**src/inc/rtcaf_pkg.sv**
```systemverilog
// Constants shared by the RTC alarm and event flag block
`default_nettype none
package rtcaf_pkg;
    // Register byte addresses
    localparam logic [31:0] RTCAF_ADDR_TIME = 32'h5000_4110;
    localparam logic [31:0] RTCAF_ADDR_CAL = 32'h5000_4114;
    localparam logic [31:0] RTCAF_ADDR_EN = 32'h5000_4118;
    localparam logic [31:0] RTCAF_ADDR_FLAGS = 32'h5000_411c;
    // Values after reset
    localparam logic [31:0] RTCAF_RST_TIME = 32'h0000_0000;
    localparam logic [31:0] RTCAF_RST_CAL = 32'h0000_0000;
    localparam logic [5:0] RTCAF_RST_EN = 6'h00;
    localparam logic [6:0] RTCAF_RST_FLAGS = 7'h00;
    // Writable bits; reserved bits read as zero
    localparam logic [31:0] RTCAF_MASK_TIME = 32'h7f7f_7fff;
    localparam logic [31:0] RTCAF_MASK_CAL = 32'h0000_3ff8;
    // Time alarm fields
    localparam int RTCAF_PM = 30;
    localparam int RTCAF_HR_HI = 29;
    localparam int RTCAF_HR_LO = 24;
    localparam int RTCAF_MIN_HI = 22;
    localparam int RTCAF_MIN_LO = 16;
    localparam int RTCAF_SEC_HI = 14;
    localparam int RTCAF_SEC_LO = 8;
    localparam int RTCAF_HOS_HI = 7;
    localparam int RTCAF_HOS_LO = 0;
    // Calendar alarm fields
    localparam int RTCAF_DATE_HI = 13;
    localparam int RTCAF_DATE_LO = 8;
    localparam int RTCAF_MON_HI = 7;
    localparam int RTCAF_MON_LO = 3;
    // Enable and flag bit positions
    localparam int RTCAF_B_HOS = 0;
    localparam int RTCAF_B_SEC = 1;
    localparam int RTCAF_B_MIN = 2;
    localparam int RTCAF_B_HOUR = 3;
    localparam int RTCAF_B_DATE = 4;
    localparam int RTCAF_B_MON = 5;
    localparam int RTCAF_B_ALARM = 6;
    localparam int RTCAF_NUM_ROLL = 6;
endpackage : rtcaf_pkg
`default_nettype wire

```
**src/core/rtcaf_top.sv**
```systemverilog
// RTC alarm matching and event flags with a Wishbone slave
//
// The Wishbone slave port was chosen for this implementation.
`default_nettype none
// Contract
// RULE1 - Time alarm bit 30 marks afternoon in 12-hour mode
// RULE2 - Select high means 12-hour format, low means 24-hour format
// RULE3 - Alarm hour tens in 29:28, units in 27:24, BCD
// RULE4 - Alarm minutes tens in 22:20, units in 19:16, BCD
// RULE5 - Alarm seconds tens in 14:12, units in 11:8, BCD
// RULE6 - Alarm hundredths tens in 7:4, units in 3:0, BCD
// RULE7 - Calendar alarm date tens in 13:12, units in 11:8
// RULE8 - Calendar alarm month tens at bit 7, units in 6:3
// RULE9 - Enable bit 5 adds month match to the alarm
// RULE10 - Enable bit 4 adds date match to the alarm
// RULE11 - Enable bit 3 adds hour match, with afternoon bit
// RULE12 - Enable bit 2 adds minute match to the alarm
// RULE13 - Enable bit 1 adds second match to the alarm
// RULE14 - Enable bit 0 adds hundredths match to the alarm
// RULE15 - Read-only flag bit 6 records an alarm since reset
// RULE16 - Read-only flag bit 5 records a month rollover
// RULE17 - Read-only flag bit 4 records a date rollover
// RULE18 - Read-only flag bit 3 records an hour rollover
// RULE19 - Read-only flag bit 2 records a minute rollover
// RULE20 - Read-only flag bit 1 records a second rollover
// RULE21 - Read-only flag bit 0 records a hundredths rollover
// RULE22 - Alarm needs all enabled fields matching; none enabled, no alarm
// RULE23 - Alarm fires once when the match first begins
module rtcaf_top
(
    input wire logic clk,
    input wire logic rst_n,
    input wire logic clkEn,
    input wire logic wb_cyc_i,
    input wire logic wb_stb_i,
    input wire logic wb_we_i,
    input wire logic [31:0] wb_adr_i,
    input wire logic [3:0] wb_sel_i,
    input wire logic [31:0] wb_dat_i,
    output logic [31:0] wb_dat_o,
    output logic wb_ack_o,
    input wire logic [31:0] curTime,
    input wire logic [31:0] curCalendar,
    input wire logic twelve_hour_select,
    input wire logic [rtcaf_pkg::RTCAF_NUM_ROLL-1:0] rolloverPulse,
    output logic alarmEvent,
    output logic [6:0] eventFlags
);
    import rtcaf_pkg::*;

    // ****************************************
    // Registers and wires
    // ****************************************
    logic [31:0] alarm_time_setting;
    logic [31:0] alarm_calendar_setting;
    logic [5:0] alarm_field_enables;
    logic prevMatch;
    logic busReq;
    logic busWrite;
    logic selTime;
    logic selCal;
    logic selEn;
    logic selFlags;
    logic [31:0] laneMask;
    logic [31:0] next_rdata;
    logic alarm_afternoon_bit;
    logic [1:0] alarm_hour_tens;
    logic [3:0] alarm_hour_units;
    logic match_month_enable;
    logic match_second_enable;
    logic match_centisecond_enable;
    logic pmMatch;
    logic [5:0] fieldMatch;
    logic matchNow;
    logic alarmHit;

    // ****************************************
    // Bus decode
    // ****************************************
    // New request only while no answer is pending
    assign busReq = clkEn && wb_cyc_i && wb_stb_i && !wb_ack_o;
    assign busWrite = busReq && wb_we_i;
    assign selTime = (wb_adr_i == RTCAF_ADDR_TIME);
    assign selCal = (wb_adr_i == RTCAF_ADDR_CAL);
    assign selEn = (wb_adr_i == RTCAF_ADDR_EN);
    assign selFlags = (wb_adr_i == RTCAF_ADDR_FLAGS);

    // Byte enables widened to a bit mask
    genvar gl;
    generate
        for (gl = 0; gl < 4; gl++)
        begin : g_lane
            assign laneMask[gl*8 +: 8] = {8{wb_sel_i[gl]}};
        end
    endgenerate

    // ****************************************
    // Acknowledge
    // ****************************************
    // One ack per request, dropped the cycle after
    always_ff @(posedge clk or negedge rst_n)
    begin
        if (!rst_n)
        begin
            wb_ack_o <= 1'b0;
        end
        else if (clkEn)
        begin
            wb_ack_o <= wb_cyc_i && wb_stb_i && !wb_ack_o;
        end
    end

    // ****************************************
    // Alarm setting registers
    // ****************************************
    // Time alarm, masked to its writable fields
    always_ff @(posedge clk or negedge rst_n)
    begin
        if (!rst_n)
        begin
            alarm_time_setting <= RTCAF_RST_TIME;
        end
        else if (busWrite && selTime)
        begin
            alarm_time_setting <= ((alarm_time_setting & ~laneMask)
                | (wb_dat_i & laneMask)) & RTCAF_MASK_TIME; // RULE1 RULE3 RULE4 RULE5 RULE6
        end
    end

    // Calendar alarm: date and month digits
    always_ff @(posedge clk or negedge rst_n)
    begin
        if (!rst_n)
        begin
            alarm_calendar_setting <= RTCAF_RST_CAL;
        end
        else if (busWrite && selCal)
        begin
            alarm_calendar_setting <= ((alarm_calendar_setting & ~laneMask)
                | (wb_dat_i & laneMask)) & RTCAF_MASK_CAL; // RULE7 RULE8
        end
    end

    // Per-field match enables
    always_ff @(posedge clk or negedge rst_n)
    begin
        if (!rst_n)
        begin
            alarm_field_enables <= RTCAF_RST_EN;
        end
        else if (busWrite && selEn && wb_sel_i[0])
        begin
            alarm_field_enables <= wb_dat_i[5:0];
        end
    end

    // ****************************************
    // Read data
    // ****************************************
    // Unmapped addresses read as zero
    always_comb
    begin
        next_rdata = 32'h0000_0000;
        if (selTime)
        begin
            next_rdata = alarm_time_setting;
        end
        else if (selCal)
        begin
            next_rdata = alarm_calendar_setting;
        end
        else if (selEn)
        begin
            next_rdata = {26'h000_0000, alarm_field_enables};
        end
        else if (selFlags)
        begin
            next_rdata = {25'h000_0000, eventFlags};
        end
    end

    // Read data registered with the ack
    always_ff @(posedge clk or negedge rst_n)
    begin
        if (!rst_n)
        begin
            wb_dat_o <= 32'h0000_0000;
        end
        else if (busReq && !wb_we_i)
        begin
            wb_dat_o <= next_rdata;
        end
    end

    // ****************************************
    // Field comparison
    // ****************************************
    // Named views of the hour fields and of the month, second and hundredths enable bits
    assign alarm_afternoon_bit = alarm_time_setting[RTCAF_PM];
    assign alarm_hour_tens = alarm_time_setting[RTCAF_HR_HI:RTCAF_HR_HI-1];
    assign alarm_hour_units = alarm_time_setting[RTCAF_HR_LO+3:RTCAF_HR_LO];
    assign match_month_enable = alarm_field_enables[RTCAF_B_MON];
    assign match_second_enable = alarm_field_enables[RTCAF_B_SEC];
    assign match_centisecond_enable = alarm_field_enables[RTCAF_B_HOS];

    // Afternoon bit only counts in 12-hour mode
    assign pmMatch = !twelve_hour_select
        || (curTime[RTCAF_PM] == alarm_afternoon_bit); // RULE2 RULE1

    // Each field passes when disabled or equal
    assign fieldMatch[RTCAF_B_HOS] = !match_centisecond_enable
        || (curTime[RTCAF_HOS_HI:RTCAF_HOS_LO]
        == alarm_time_setting[RTCAF_HOS_HI:RTCAF_HOS_LO]); // RULE14
    assign fieldMatch[RTCAF_B_SEC] = !match_second_enable
        || (curTime[RTCAF_SEC_HI:RTCAF_SEC_LO]
        == alarm_time_setting[RTCAF_SEC_HI:RTCAF_SEC_LO]); // RULE13
    assign fieldMatch[RTCAF_B_MIN] = !alarm_field_enables[RTCAF_B_MIN]
        || (curTime[RTCAF_MIN_HI:RTCAF_MIN_LO]
        == alarm_time_setting[RTCAF_MIN_HI:RTCAF_MIN_LO]); // RULE12
    assign fieldMatch[RTCAF_B_HOUR] = !alarm_field_enables[RTCAF_B_HOUR]
        || (pmMatch && curTime[RTCAF_HR_HI:RTCAF_HR_LO]
        == {alarm_hour_tens, alarm_hour_units}); // RULE11
    assign fieldMatch[RTCAF_B_DATE] = !alarm_field_enables[RTCAF_B_DATE]
        || (curCalendar[RTCAF_DATE_HI:RTCAF_DATE_LO]
        == alarm_calendar_setting[RTCAF_DATE_HI:RTCAF_DATE_LO]); // RULE10
    assign fieldMatch[RTCAF_B_MON] = !match_month_enable
        || (curCalendar[RTCAF_MON_HI:RTCAF_MON_LO]
        == alarm_calendar_setting[RTCAF_MON_HI:RTCAF_MON_LO]); // RULE9

    // All enabled fields at once, and at least one enabled
    assign matchNow = (|alarm_field_enables) && (&fieldMatch); // RULE22

    // Rising edge of the match only
    assign alarmHit = matchNow && !prevMatch; // RULE23

    // ****************************************
    // Alarm event
    // ****************************************
    // Previous match, for edge detection
    always_ff @(posedge clk or negedge rst_n)
    begin
        if (!rst_n)
        begin
            prevMatch <= 1'b0;
        end
        else if (clkEn)
        begin
            prevMatch <= matchNow; // RULE23
        end
    end

    // One-cycle alarm pulse
    always_ff @(posedge clk or negedge rst_n)
    begin
        if (!rst_n)
        begin
            alarmEvent <= 1'b0;
        end
        else if (clkEn)
        begin
            alarmEvent <= alarmHit;
        end
    end

    // ****************************************
    // Event flags
    // ****************************************
    // Rollover flags stick until reset
    genvar gf;
    generate
        for (gf = 0; gf < RTCAF_NUM_ROLL; gf++)
        begin : g_flag
            always_ff @(posedge clk or negedge rst_n)
            begin
                if (!rst_n)
                begin
                    eventFlags[gf] <= RTCAF_RST_FLAGS[gf];
                end
                else if (clkEn && rolloverPulse[gf])
                begin
                    eventFlags[gf] <= 1'b1; // RULE16 RULE17 RULE18 RULE19 RULE20 RULE21
                end
            end
        end
    endgenerate

    // Alarm flag sticks until reset
    always_ff @(posedge clk or negedge rst_n)
    begin
        if (!rst_n)
        begin
            eventFlags[RTCAF_B_ALARM] <= RTCAF_RST_FLAGS[RTCAF_B_ALARM];
        end
        else if (clkEn && alarmHit)
        begin
            eventFlags[RTCAF_B_ALARM] <= 1'b1; // RULE15
        end
    end
endmodule : rtcaf_top
`default_nettype wire

```
**config.mk**
```make
export PLATFORM = sky130hd
export DESIGN_NAME = rtcaf_top
export DESIGN_NICKNAME = d
export VERILOG_FILES = /design/src/inc/rtcaf_pkg.sv /design/src/core/rtcaf_top.sv
export SDC_FILE = /design/constraint.sdc
export NUM_CORES = 1
export LEC_CHECK = 0
export BUFFER_PORTS_ARGS = -buffer_cell sky130_fd_sc_hd__buf_2
export CAP_MARGIN = 15
export CORE_MARGIN = 2
export CORE_UTILIZATION = 30
export DETAILED_ROUTE_END_ITERATION = 6
export HOLD_SLACK_MARGIN = 0.12
export SYNTH_ARGS = -nofsm -noshare
export SYNTH_HDL_FRONTEND = slang
export SYNTH_SLANG_ARGS = --single-unit
export TNS_END_PERCENT = 1
```
**constraint.sdc**
```tcl
create_clock -name clk -period 2.3 [get_ports clk]
set_clock_uncertainty 0.2 [all_clocks]
set_input_delay 0.23 -clock clk [delete_from_list [all_inputs] [get_ports clk]]
set_output_delay 0.23 -clock clk [all_outputs]
set_load 0.05 [all_outputs]
```
* Yosys cells after proc, flatten, opt, wreduce, memory -nomap -nowiden
Index checks and enable logic that the tools add are counted.
** Storage, ports and cells
- Bits in registers :: 88
- Input port bits :: 145
- Output and inout port bits :: 41
- Word-level logic and storage cells :: 75
** Cells by class
- Equal/unequal tests :: 11
- Multiplexer cells :: 4
- Bitwise operators :: 6
- Reductions and logical operators :: 40
** Operators with widths (count)
- $eq A32 B31 Y1 const B :: 4
- $mux W32 :: 3
- $and A31 B31 Y31 :: 2
- $not A31 Y31 :: 1
- $or A31 B31 Y31 :: 1
- $logic_and A1 B1 Y1 :: 21
- $and A14 B14 Y14 :: 1
- $eq A7 B7 Y1 :: 2
- $or A14 B14 Y14 :: 1
- $eq A6 B6 Y1 :: 2
- $logic_not A1 Y1 :: 10
- $eq A8 B8 Y1 :: 1
- $logic_or A1 B1 Y1 :: 7
- $mux W7 :: 1
- $reduce_and A6 Y1 :: 1
- $reduce_or A6 Y1 :: 1
- $eq A5 B5 Y1 :: 1
- $eq A1 B1 Y1 :: 1

* Longest topological paths before layout
- Word-level depth :: 8
- Gate-level depth with buffers :: 6
- Mapped depth without buffers :: 5

* Least setup slack after synthesis
Ideal clock, no wire load.
- Kind :: flip-flop to flip-flop
- Start :: register wb_ack_o
- End :: register (tool-made name)
- Library setup time :: 125 ps
- Data arrival time :: 2066 ps
- Required time :: 1975 ps
- Setup slack :: -91 ps
- Stages on the path, launching flop included :: 6
- Path buffers :: 1
- Clock period less this slack :: 2391 ps
- Path through :: dfrtp_1 -> nand4b_1 -> nor4_4 -> and3_2 -> buf_4 -> mux2_2
** RTL lines
- from (decl) :: line rtcaf_top.sv:41 : output logic wb_ack_o,
- from (signal assigned) :: line rtcaf_top.sv:109 : wb_ack_o <= wb_cyc_i && wb_stb_i && !wb_ack_o;

==> results by stage <==
Synth:
- The number of instances in the synthesized netlist is 298.
- The biggest area contributor in the post-synthesis netlist is sky130_fd_sc_hd__dfrtp_1.
- The fraction of the mapped netlist area in compound gates is 0.0949.
- The mean instance size in the synthesized netlist is 13.2 um^2.
- The number of warnings printed during yosys synthesis is 0.
- Of the post-synthesis cell area, the part taken by muxes is 0.177.
- The area share of the leading cell type in the synthesized netlist is 0.540.
- Of the total synthesized cell area, the portion taken by AND, OR, NAND and NOR gates is 0.0797.
- The post-synth design cell area is 0.00394 mm^2.
- By area, the combinational part of the netlist is dominated by multiplexers.
- The share of the yosys chip area belonging to registers is 0.540.
- The number of storage elements in the synthesis netlist is 85.
- The number of synthesized flops with an enable pin is 0.
- The number of different library cells used by synthesis comes to 38.
- Of the total synthesized cell area, the portion taken by XOR and XNOR cells is 0.0889.
- By area the synthesized netlist is led by sky130_fd_sc_hd__dfrtp_1 (54%), sky130_fd_sc_hd__mux2_2 (13%), sky130_fd_sc_hd__xnor2_1 (6.0%).
- Among all flip-flop cells after synthesis, the most frequent one is sky130_fd_sc_hd__dfrtp_1.
- The synthesized-area fraction occupied by adder cells is 0.
- Counting flops with an async set or reset pin after synthesis yields a share of 1.00.

Timing:
- The final count of pins violating max slew is 0.
- In the finished design, the share of the clock period the worst path needs comes to 0.950.
- The transition time at the pin with the least slew margin is 534 ps.
- The worst path needs 2180 ps of the cycle, external delays included.
- The worst pin sits at a relative slew slack of 0.639.
- The total count of hold-check failures in the final report is 0.
- Setup violations remaining at the end of the flow were counted as 0.
- Once routing completed, OpenROAD measured the worst setup slack at 115 ps.
- Setup repair after global routing could not meet its margin everywhere.
- The maximum frequency from static timing analysis is 458 MHz.

Setup path:
- By startpoint and endpoint, the worst setup path is classified as reg -> reg.
- STA puts the critical path data arrival time at 2210 ps.
- The standard cell with the maximum stage delay on the critical path is sky130_fd_sc_hd__dfrtp_2.
- The path depth of the worst reg2reg path is 5.
- The signal on the critical path passes through nand4b_1, nor4_4, buf_4, nand3_2, mux2_2.
- The register-to-register setup slack is 120 ps.
- The start of the worst register-to-register path is wb_ack_o$_DFFE_PN0P_.
- The worst setup path is captured at a register.
- The highest net fanout along the worst path is 8.
- The critical path startpoint is wb_ack_o$_DFFE_PN0P_.
- The kind of start point of the critical path is a register.
- In this design, the stage delay of the slowest critical-path cell is 420 ps.
- The critical path data required time is 2330 ps.

Floorplanning:
- The number of top-level design ports is 186.
- The die covers 0.0141 mm^2.
- The starting density of the core is 0.310.
- The area of the placeable core is 0.0127 mm^2.
- The horizontal die dimension is 119 um.
- The floorplan has 41 rows.
- From bottom edge to top edge, the die measures 119 um.

Detailed routing:
- The total via count after detailed routing is 3207.
- After the first detailed-routing iteration, the DRC count stood at 112.
- The count of antenna-violating nets left after detailed routing is 0.
- The final layout contains routed wiring with a total length of 11.6 mm.
- In the routed layout, each cell is associated on average with a via count of 4.69.
- In the routed design, unresolved DRC markers number 0.
- After detailed routing, the average wire length per cell comes to 16.9 um.
- The number of search-and-repair iterations in the first detailed-routing pass is 4.

Worst hold path:
- The worst hold endpoint is alarmEvent$_DFFE_PN0P_.
- The worst min-delay path class is in -> reg.
- Counting instances, the worst hold path has a depth of 3.
- The startpoint identified for the worst hold timing path is clkEn.

Placed design:
- Port buffering added 155 buffers.
- The half-perimeter wire length of the detailed placement result is 8.40 mm.
- Routability-driven placement finished with a final weighted congestion of 0.781.
- The worst slack at placement is -114 ps.

Global route:
- The remaining global-route overflow is 0.
- In the global route stage, overall resource usage came out at 0.170.
- The number of antenna violations at the first check in global routing is 0.
- The largest net degree at the start of global routing is 56.
- The number of global-route vias before repair was 3433.
- The first global-routing pass estimated 18.2 mm of wire.

Power:
- Summed over all cells, the static leakage comes to 0.00289 uW.
- The largest vdd supply drop is 0.289 mV.
- Power spread over the standard cell area amounts to 551 mW/mm^2.
- The total chip power is 3140 uW.

Clocking:
- The later pin in the worst-skew pair is clocked with a latency of 340 ps.
- The clock root buffer is sky130_fd_sc_hd__clkbuf_16.
- The number of clock buffers added by TritonCTS is 9.
- CTS saw 85 sinks.
- TritonCTS built the clock tree.
- After clock tree synthesis, the clock-pin slew on the worst setup and hold paths is 60 ps.
- The maximum count of clock buffers along a single path is 2.
- The number of levels in the clock H-tree is 3.

Layout:
- The repair_antennas step left the layout with diodes totalling 0.
- Of the cells placed in the final design, the portion with a size suffix greater than 1 is 0.473.
- Fill cells in the final layout number 1231.
- The area growth from synthesis to layout is 44.7%.
- At the end of the flow, the number of nets in the layout was 652.

Run:
- The tool flagged a number of max-cap violations equal to 0.

Outcome:
- The run finished with clean final reports.
==> synthesized netlist by cell type (4+ instances only) <==
cell type,count
sky130_fd_sc_hd__a22o_1,19
sky130_fd_sc_hd__xor2_1,13
sky130_fd_sc_hd__buf_4,4
sky130_fd_sc_hd__clkbuf_1,7
sky130_fd_sc_hd__o21ai_0,14
sky130_fd_sc_hd__mux2i_1,11
sky130_fd_sc_hd__nand3_2,4
sky130_fd_sc_hd__inv_1,4
sky130_fd_sc_hd__mux2_2,46
sky130_fd_sc_hd__nand2_1,8
sky130_fd_sc_hd__a21o_1,6
sky130_fd_sc_hd__xnor2_1,27
sky130_fd_sc_hd__dfrtp_1,85
sky130_fd_sc_hd__nand4_1,10
sky130_fd_sc_hd__nand3_1,4
==> final cells by class <==
class | instances | area [um^2] | share of cell area
clock buffers | 11 | 233 | 0.0408
clock inverters | 5 | 37.5 | 0.00658
inverters | 4 | 15.0 | 0.00263
multi-input cells | 199 | 1770 | 0.310
flip-flops and latches | 85 | 2130 | 0.373
well taps | 172 | 215 | 0.0377
repair buffers | 208 | 1300 | 0.229
==> power breakdown <==
| group | switching, uW | internal (uW) | leakage (uW) | total [uW] |
|---|---|---|---|---|
| clock | 605 | 734 | 0.000126 | 1340 |
| sequential | 1.27 | 1500 | 0.00115 | 1500 |
| combinational | 144 | 162 | 0.00161 | 306 |
==> critical path: cells and delay by family, from the launching register on <==
| family | cells | cell delay, ps |
|---|---|---|
| and+or+nand+nor | 3 | 880 |
| DFF | 1 | 420 |
| muxes | 1 | 340 |
| buffers and inverters | 1 | 230 |
==> through the flow <==
step	hold slack, ps	util	TNS (ps)	cells	area (um^2)
2_1_floorplan	-266	-	-109	300	3950
5_1_grt	152	0.448	-29.8	684	5700
3_3_place_gp	0.181	0.394	-2250	628	5010
3_5_place_dp	8.73	0.394	-3560	628	5010
4_1_cts	121	0.447	0	684	5680
6_report	137	0.448	0	684	5700
==> logic make-up after synthesis <==
kind of cell	count (synthesis)
other cells	1
xor+xnor	40
compound gates	51
buf+inv	16
simple gates	45
flops	85
mux	60
==> worst max path at each step <==
stage                                    endpoint  slack, ps
after floorplan                          register        -20
after global placement                   register        -90
after detailed placement                 register       -110
after CTS                    wb_ack_o$_DFFE_PN0P_         80
after global routing      wb_dat_o[8]$_DFFE_PN0P_         -9
final                                    register        120
==> cells in the final DEF, fill, tap and decap left out, types with 10 or more instances in the layout <==
cell and n:
sky130_fd_sc_hd__a22o_1 19, sky130_fd_sc_hd__buf_2 154, sky130_fd_sc_hd__buf_4 12, sky130_fd_sc_hd__dfrtp_1 84, sky130_fd_sc_hd__dlygate4sd3_1 39, sky130_fd_sc_hd__mux2_2 46, sky130_fd_sc_hd__mux2i_1 11, sky130_fd_sc_hd__nand4_1 10
sky130_fd_sc_hd__o21ai_0 14, sky130_fd_sc_hd__xnor2_1 27, sky130_fd_sc_hd__xor2_1 13
==> what timing repair did <==
| action | 4_1_cts | 5_1_grt |
|---|---|---|
| endpoints found under the hold margin | 139 | 0 |
| buffers inserted | 0 | 0 |
| hold buffers | 40 | 0 |
| gates resized for setup | 0 | 4 |
| endpoints found under the setup margin | 0 | 12 |
==> layer usage <==
layer / vias up / part of all wire / global-route usage
met3: 14 / 0.061 / 0.0352
met5: - / 0 / 0
met2: 126 / 0.47 / 0.277
li1: 1521 / - / -
met4: 0 / 0.017 / 0.0707
met1: 1546 / 0.45 / 0.220
(Power assumes the default switching activity.)
